$ cat config.mk
export PLATFORM = sky130hd
export DESIGN_NAME = cpmo_core
export DESIGN_NICKNAME = d
export VERILOG_FILES = /design/src/cpmo_pkg.sv /design/src/cpmo_core.sv
export SDC_FILE = /design/constraint.sdc
export NUM_CORES = 1
export LEC_CHECK = 0
export CAP_MARGIN = 20
export CORE_MARGIN = 2
export CORE_UTILIZATION = 55
export CTS_BUF_LIST = sky130_fd_sc_hd__clkbuf_8 sky130_fd_sc_hd__clkbuf_16
export CTS_CLUSTER_SIZE = 10
export DETAILED_ROUTE_END_ITERATION = 8
export DONT_BUFFER_PORTS = 1
export HOLD_SLACK_MARGIN = 0.03
export MAX_ROUTING_LAYER = met4
export PLACE_DENSITY = 0.7
export SLEW_MARGIN = 20
export SYNTH_ARGS = -nofsm -noshare
export SYNTH_HDL_FRONTEND = slang
export SYNTH_SLANG_ARGS = --single-unit
export TNS_END_PERCENT = 5
$ cat constraint.sdc
create_clock -name i_ref_clk -period 7.2 [get_ports i_ref_clk]
set_input_delay 0.72 -clock i_ref_clk [delete_from_list [all_inputs] [get_ports i_ref_clk]]
set_output_delay 0.72 -clock i_ref_clk [all_outputs]
set_load 0.05 [all_outputs]
$ cat src/cpmo_pkg.sv
// Constants, register map and carrier types of the preset and match block.
package cpmo_pkg;

  // ****************************************
  // Register map
  // ****************************************
  localparam int CPMO_AW = 8;
  localparam logic [7:0] CPMO_ADDR_CTRL = 8'h00;
  localparam logic [7:0] CPMO_ADDR_PRESET = 8'h04;
  localparam logic [7:0] CPMO_ADDR_MATCH1 = 8'h08;
  localparam logic [7:0] CPMO_ADDR_MATCH2 = 8'h0c;
  localparam logic [7:0] CPMO_ADDR_CNT_LO = 8'h10;
  localparam logic [7:0] CPMO_ADDR_CNT_HI = 8'h14;
  localparam logic [7:0] CPMO_ADDR_STATUS = 8'h18;

  // ****************************************
  // Field layouts and reset values
  // ****************************************
  localparam int CPMO_CTRL_W = 7;
  localparam logic [6:0] CPMO_CTRL_RST = 7'h00;
  localparam logic [31:0] CPMO_WORD_RST = 32'h00000000;
  localparam logic signed [31:0] CPMO_CNT_MAX = 32'sh7fffffff;
  localparam logic signed [31:0] CPMO_CNT_MIN = 32'sh80000000;
  localparam logic signed [31:0] CPMO_CNT_ONE = 32'sh00000001;

  // Control word, bit 0 is the preset command.
  typedef struct packed {
    logic preset_on_match;
    logic ext_index_preset_flag_clear;
    logic count_enable_cmd;
    logic match_output_enable_cmd;
    logic match_clear_cmd_2;
    logic match_clear_cmd_1;
    logic preset_cmd;
  } cpmo_ctrl_t;

  // Comparison flags of one match point, bit 0 is above.
  typedef struct packed {
    logic below;
    logic match;
    logic above;
  } cpmo_cmp_t;

  // Status word: point 1 in bits 2..0, point 2 in 5..3, index flag bit 6.
  typedef struct packed {
    logic ext_index_preset_flag;
    cpmo_cmp_t pt2;
    cpmo_cmp_t pt1;
  } cpmo_status_t;

endpackage : cpmo_pkg
$ cat src/cpmo_core.sv
// Preset and match compare logic of one high-speed counter channel.
//
// Chosen here: strobed register access and the register offsets.
`timescale 1ns/1ps
`default_nettype none

// How it works
// A preset value write only updates the stored preset, not the count.
// A rising edge of preset_cmd copies the stored preset into the count.
// Preset loads happen whether or not counting is enabled.
// Software should use preset_cmd when no index or counter function presets.
// Two independent match points, each with match, above and below flags.
// below_flag_1 is on while count is less than match point 1.
// above_flag_1 is on while count is greater than match point 1.
// Count equal to match point 1 sets match_flag_1 and match output 1.
// match_clear_cmd_1 forces match_flag_1 and output 1 off.
// Releasing the clear while still equal sets the flag and output again.
// A match flag stays latched until its clear command.
// The match event is the rising edge of the match flag.
// Match outputs drive only while match_output_enable_cmd is on.
// Match flags set regardless of the output enable.
// Above or below may overlap the match flag in the same interval.
// Software holds each match clear on for at least 2 ms.
// With preset on match, a rise of match_flag_1 loads the preset.
// A rise of match_flag_2 never causes a preset.
// A preset on match uses the latest written preset value.
// Without a clear, a repeated equality loads nothing since no rise occurs.
// While ext_index_preset_flag is on, all preset loads are blocked.
// Software leaves 2 ms between a preset write and the load.
// The count is signed 32 bits, saturating at its limits.
// Flags are re-evaluated every cycle after any change of the count.
module cpmo_core
  import cpmo_pkg::*;
(
  input wire logic i_ref_clk,
  input wire logic i_resetn,
  input wire logic [CPMO_AW-1:0] i_addr,
  input wire logic [31:0] i_wdata,
  input wire logic i_wr,
  input wire logic i_rd,
  output logic [31:0] o_rdata,
  input wire logic i_cnt_inc,
  input wire logic i_cnt_dec,
  input wire logic i_index_preset_set,
  output logic signed [31:0] o_count_value,
  output logic o_count_enable,
  output cpmo_status_t o_status,
  output logic [1:0] o_match_out,
  output logic [1:0] o_match_event
);

  // ****************************************
  // Compare function
  // ****************************************
  // Below, match and above of one point.
  function automatic cpmo_cmp_t cpmo_compare(
    input logic signed [31:0] cnt,
    input logic signed [31:0] pt
  );
    cpmo_cmp_t r;
    r.below = (cnt < pt);
    r.match = (cnt == pt);
    r.above = (cnt > pt);
    return r;
  endfunction : cpmo_compare

  // ****************************************
  // Declarations
  // ****************************************
  cpmo_ctrl_t ctrl_reg;
  cpmo_ctrl_t ctrl_next;
  logic signed [31:0] preset_val_reg;
  logic signed [31:0] mp1_reg;
  logic signed [31:0] mp2_reg;
  logic signed [31:0] count_reg;
  logic signed [31:0] count_next;
  cpmo_cmp_t cmp1_reg;
  cpmo_cmp_t cmp2_reg;
  cpmo_cmp_t cmp1_next;
  cpmo_cmp_t cmp2_next;
  cpmo_cmp_t rel1;
  cpmo_cmp_t rel2;
  logic preset_d_reg;
  logic m1_d_reg;
  logic idx_flag_reg;
  logic idx_flag_next;
  logic [1:0] out_reg;
  logic [1:0] evt_reg;
  logic [31:0] rdata_reg;
  logic [31:0] rd_mux;
  cpmo_status_t status;
  wire wr_ctrl;
  wire wr_preset;
  wire wr_mp1;
  wire wr_mp2;
  wire preset_rise;
  wire m1_rise;
  wire m2_rise;
  wire preset_req;
  wire preset_go;
  wire step_up;
  wire step_dn;
  wire any_step;

  // ****************************************
  // Register bus decode
  // ****************************************
  assign wr_ctrl = i_wr & (i_addr == CPMO_ADDR_CTRL);
  assign wr_preset = i_wr & (i_addr == CPMO_ADDR_PRESET);
  assign wr_mp1 = i_wr & (i_addr == CPMO_ADDR_MATCH1);
  assign wr_mp2 = i_wr & (i_addr == CPMO_ADDR_MATCH2);
  assign ctrl_next = wr_ctrl ? cpmo_ctrl_t'(i_wdata[CPMO_CTRL_W-1:0])
                             : ctrl_reg;

  assign status = '{ext_index_preset_flag: idx_flag_reg,
                    pt2: cmp2_reg, pt1: cmp1_reg};

  assign rd_mux =
    (i_addr == CPMO_ADDR_CTRL) ? {25'h0000000, ctrl_reg} :
    (i_addr == CPMO_ADDR_PRESET) ? preset_val_reg :
    (i_addr == CPMO_ADDR_MATCH1) ? mp1_reg :
    (i_addr == CPMO_ADDR_MATCH2) ? mp2_reg :
    (i_addr == CPMO_ADDR_CNT_LO) ? {16'h0000, count_reg[15:0]} :
    (i_addr == CPMO_ADDR_CNT_HI) ? {16'h0000, count_reg[31:16]} :
    (i_addr == CPMO_ADDR_STATUS) ? {25'h0000000, status} :
    CPMO_WORD_RST;

  // ****************************************
  // Preset and count path
  // ****************************************
  // Preset command edge.
  assign preset_rise = ctrl_reg.preset_cmd & ~preset_d_reg;
  // Match flag edges, none while a flag stays latched.
  assign m1_rise = cmp1_reg.match & ~m1_d_reg;
  // Point 2 rise is watched but never feeds a preset.
  assign m2_rise = evt_reg[1];
  // Preset on match from point 1 only.
  assign preset_req = preset_rise | (ctrl_reg.preset_on_match & m1_rise);
  // Index flag blocks every preset.
  assign preset_go = preset_req & ~idx_flag_reg;
  // Saturating count steps.
  assign step_up = ctrl_reg.count_enable_cmd & i_cnt_inc & ~i_cnt_dec &
                   (count_reg != CPMO_CNT_MAX);
  assign step_dn = ctrl_reg.count_enable_cmd & i_cnt_dec & ~i_cnt_inc &
                   (count_reg != CPMO_CNT_MIN);
  assign any_step = step_up | step_dn;
  // Preset wins over counting, using the stored value.
  assign count_next = preset_go ? preset_val_reg :
                      step_up ? count_reg + CPMO_CNT_ONE :
                      step_dn ? count_reg - CPMO_CNT_ONE :
                      count_reg;

  // ****************************************
  // Compare path
  // ****************************************
  // Both points compared against the count each cycle.
  assign rel1 = cpmo_compare(count_reg, mp1_reg);
  assign rel2 = cpmo_compare(count_reg, mp2_reg);
  // Latched match, cleared while clear is on.
  assign cmp1_next = '{below: rel1.below, above: rel1.above,
    match: ~ctrl_reg.match_clear_cmd_1 & (cmp1_reg.match | rel1.match)};
  assign cmp2_next = '{below: rel2.below, above: rel2.above,
    match: ~ctrl_reg.match_clear_cmd_2 & (cmp2_reg.match | rel2.match)};
  // Index flag set wins over its clear.
  assign idx_flag_next = i_index_preset_set |
    (idx_flag_reg & ~ctrl_reg.ext_index_preset_flag_clear);

  // ****************************************
  // Registers
  // ****************************************
  // Preset value write touches only the stored preset.
  always_ff @(posedge i_ref_clk or negedge i_resetn) begin
    if (!i_resetn) begin
      ctrl_reg <= CPMO_CTRL_RST;
      preset_val_reg <= CPMO_WORD_RST;
      mp1_reg <= CPMO_WORD_RST;
      mp2_reg <= CPMO_WORD_RST;
    end else begin
      ctrl_reg <= ctrl_next;
      preset_val_reg <= wr_preset ? i_wdata : preset_val_reg;
      mp1_reg <= wr_mp1 ? i_wdata : mp1_reg;
      mp2_reg <= wr_mp2 ? i_wdata : mp2_reg;
    end
  end

  always_ff @(posedge i_ref_clk or negedge i_resetn) begin
    if (!i_resetn) begin
      count_reg <= CPMO_WORD_RST;
      cmp1_reg <= '0;
      cmp2_reg <= '0;
      preset_d_reg <= 1'b0;
      m1_d_reg <= 1'b0;
      idx_flag_reg <= 1'b0;
    end else begin
      count_reg <= count_next;
      cmp1_reg <= cmp1_next;
      cmp2_reg <= cmp2_next;
      preset_d_reg <= ctrl_reg.preset_cmd;
      m1_d_reg <= cmp1_reg.match;
      idx_flag_reg <= idx_flag_next;
    end
  end

  // Outputs gated by the enable, events on flag rise.
  always_ff @(posedge i_ref_clk or negedge i_resetn) begin
    if (!i_resetn) begin
      out_reg <= 2'h0;
      evt_reg <= 2'h0;
      rdata_reg <= CPMO_WORD_RST;
    end else begin
      out_reg <= {cmp2_next.match, cmp1_next.match} &
                 {2{ctrl_reg.match_output_enable_cmd}};
      evt_reg <= {cmp2_next.match & ~cmp2_reg.match,
                  cmp1_next.match & ~cmp1_reg.match};
      rdata_reg <= i_rd ? rd_mux : CPMO_WORD_RST;
    end
  end

  assign o_rdata = rdata_reg;
  assign o_count_value = count_reg;
  assign o_count_enable = ctrl_reg.count_enable_cmd;
  assign o_status = status;
  assign o_match_out = out_reg;
  assign o_match_event = evt_reg;
endmodule : cpmo_core

`default_nettype wire

==> impl_metrics.py <==
metrics = {
    "run_status": {
        "status": "finished, final reports clean",
    },
    "timing": {
        "min_period_ps": 4930,
        "fin_skew_ps": 23.5,
        "setup_viol": 0,
        "grt_setup_unrepaired": "false",
        "setup_tns_ps": 0,
        "slew_violations": 0,
        "fmax_ghz": 0.203,
        "fin_crit_sh_pct": 68.4,
        "relSlewSlack_pct": 25.7,
        "worst_pin_slew_ps": 1110,
        "finalHoldViolations": 0,
    },
    "yosys": {
        "syn_avg_cell_area_um2": 10.4,
        "async_flop_share_pct": 100,
        "seq_area_frac_synth_pct": 41.7,
        "yosys.area.top_type": "dfrtp_1",
        "syn-num-nets": 1184,
        "synthCells": 1041,
        "ys_types": 66,
        "ys_top_cells_by_area": "dfrtp_1 (42%), ha_1 (11%), mux2_2 (9.8%), a21oi_1 (4.9%), a21o_1 (3.2%)",
        "synth_top_area_share_pct": 41.7,
        "synth_area_mm2": 0.0108,
        "synth-seq-cells": 180,
        "yosys_warnings": 0,
        "synth_ff_type": "dfrtp_1",
        "synth_edf_count": 0,
    },
    "cells_and_area": {
        "final_common_cell": "dfrtp_1",
        "insertedDiodeCount": 0,
        "fill_cells": 1680,
        "drive_above_1_share_pct": 17.3,
        "final_nets": 1185,
        "final_cell_mix": "dfrtp_1 (180), a21oi_1 (106), ha_1 (95)",
        "syn_to_final_growth_pct": 8.42,
    },
    "setup_path": {
        "critPathKind": "reg -> reg",
        "r2r_slack_ps": 2270,
        "cp.required_ps": 7490,
        "crit_path_start_kind": "flip-flop",
        "critPathMaxFanout": 32,
        "worstPathArrival_ps": 5220,
        "end_kind": "flip-flop",
    },
    "route": {
        "vias_per_cell": 6.49,
        "drt-initial-drc-count": 922,
        "vias": 8563,
        "ant_nets": 0,
        "first_pass_iters": 9,
        "drc_errors": 0,
        "post_drt_wl_per_cell_um": 25.0,
        "wirelength_um": 33000,
    },
    "grt": {
        "grt_overflow": 0,
        "grt_pass1_wl_um": 50800,
        "grt_usage_pct": 33.8,
        "grt_pass1_vias": 8621,
        "antenna_found_initial": 0,
        "grt_max_degree": 181,
    },
    "clock_network": {
        "htreeDepth": 4,
        "clk_pin_slew_ps": 70,
        "cts-buffers-inserted": 17,
        "clk_latency_ps": 450,
        "clockBufferDepth": 2,
        "cts_resized": 0,
        "cts_tree": "built",
        "post-cts-setup-buffers": 0,
        "cts_root_buffer": "clkbuf_16",
        "cts.sinks": 180,
    },
    "floorplan": {
        "ios": 123,
        "die_w_um": 144,
        "core_area_mm2": 0.0194,
        "initial_utilization_pct": 55.7,
        "dieHeight_um": 144,
        "dieArea_mm2": 0.0208,
        "rows": 51,
    },
    "power_and_ir_drop": {
        "cellLeakagePower_nw": 5.36,
        "total_power_mw": 4.21,
        "peakVddDrop_mv": 0.188,
        "p_per_area_mw_per_mm2": 359,
    },
    "job": {
        "max_cap_violations": 0,
    },
    "placed_design": {
        "dp_hpwl_um": 23200,
        "globalplace.congestion": 0.969,
        "port_buffers": 0,
    },
    "min_path": {
        "hp-class": "in -> async",
    },
}
report_power, final:
part | switching, mW | internal, mW
Sequential | 0.495 | 1.11
Clock | 0.451 | 0.467
Combinational | 0.997 | 0.690
Total | 1.94 | 2.27
cell usage after synthesis (9+ instances only):
| cell type | n |
|---|---|
| a21o_1 | 46 |
| a21oi_1 | 106 |
| a222oi_1 | 31 |
| a22oi_1 | 24 |
| buf_2 | 12 |
| clkbuf_1 | 17 |
| dfrtp_1 | 180 |
| ha_1 | 95 |
| inv_1 | 82 |
| mux2_1 | 9 |
| mux2_2 | 94 |
| nand2_1 | 33 |
| nand4_1 | 28 |
| nor2_1 | 79 |
| nor2b_1 | 10 |
| nor4_1 | 11 |
| o21ai_0 | 23 |
| xnor2_1 | 17 |
| xor2_1 | 11 |
final cells by class:
| class | count | area, um^2 | share of cell area [%] |
|---|---|---|---|
| Timing Repair Buffer | 22 | 185 | 1.58 |
| Multi-Input combinational cell | 739 | 5820 | 49.6 |
| Clock inverter | 14 | 138 | 1.17 |
| Tap cell | 265 | 332 | 2.83 |
| Clock buffer | 18 | 439 | 3.75 |
| Sequential cell | 180 | 4500 | 38.4 |
| Inverter | 82 | 308 | 2.63 |
cells by family after synthesis:
logic type | synth area share [%]
flops | 41.7
fa+ha+maj | 11.2
buf+inv | 4.77
simple gates | 10.1
xor+xnor | 2.27
compound gates | 18.7
mux | 11.4
stage by stage:
stage                     hold WS (ps)  instances  area [um^2]  utilization [%]  worst slack (ps)
after floorplan                    389       1041        10800                -              3230
after global placement             423       1287        11100             57.3              2040
after detailed placement           422       1287        11100             57.3              2060
after CTS                          364       1320        11700             60.4              2020
after global routing               354       1320        11700             60.4              2030
final                              198       1320        11700             60.4              2270
critical path, stage by stage, from the launching register on:
cell,delay (ps)
dfrtp_1,760
nand4_1,300
nor4_1,100
a211oi_1,700
inv_2,530
ha_1,510
a211oi_1,390
nand2_1,100
a211oi_1,270
nor4_1,110
a21oi_2,180
a211oi_2,110
o41ai_2,410
or3_1,190
o2111ai_1,100
final timing paths:
path,from,cells past startpoint,end
min,i_resetn,1,o_rdata[9]
min in group i_ref_clk,i_index_preset_set,1,idx_flag_reg
max in group asynchronous,i_resetn,1,o_rdata[12]
min reg2reg,ctrl_reg[0],0,preset_d_reg
max,o_count_value[23],14,o_count_value[31]
max reg2reg,o_count_value[23],14,o_count_value[31]
timing repair:
item	4_1_cts	5_1_grt
hold buffers	1	0
hold endpoints to repair	180	0
endpoints found under the setup margin	0	0
metal layers:
metal / wire [um] / share of wire [%] / GRT usage, %
met1: 13200 / 40 / 41.7
met2: 15700 / 48 / 54.0
met3: 2890 / 8.7 / 7.78
met4: 1210 / 3.7 / 13.8
met5: 0 / 0 / -
Note: power is estimated with default switching activity, not from simulation.
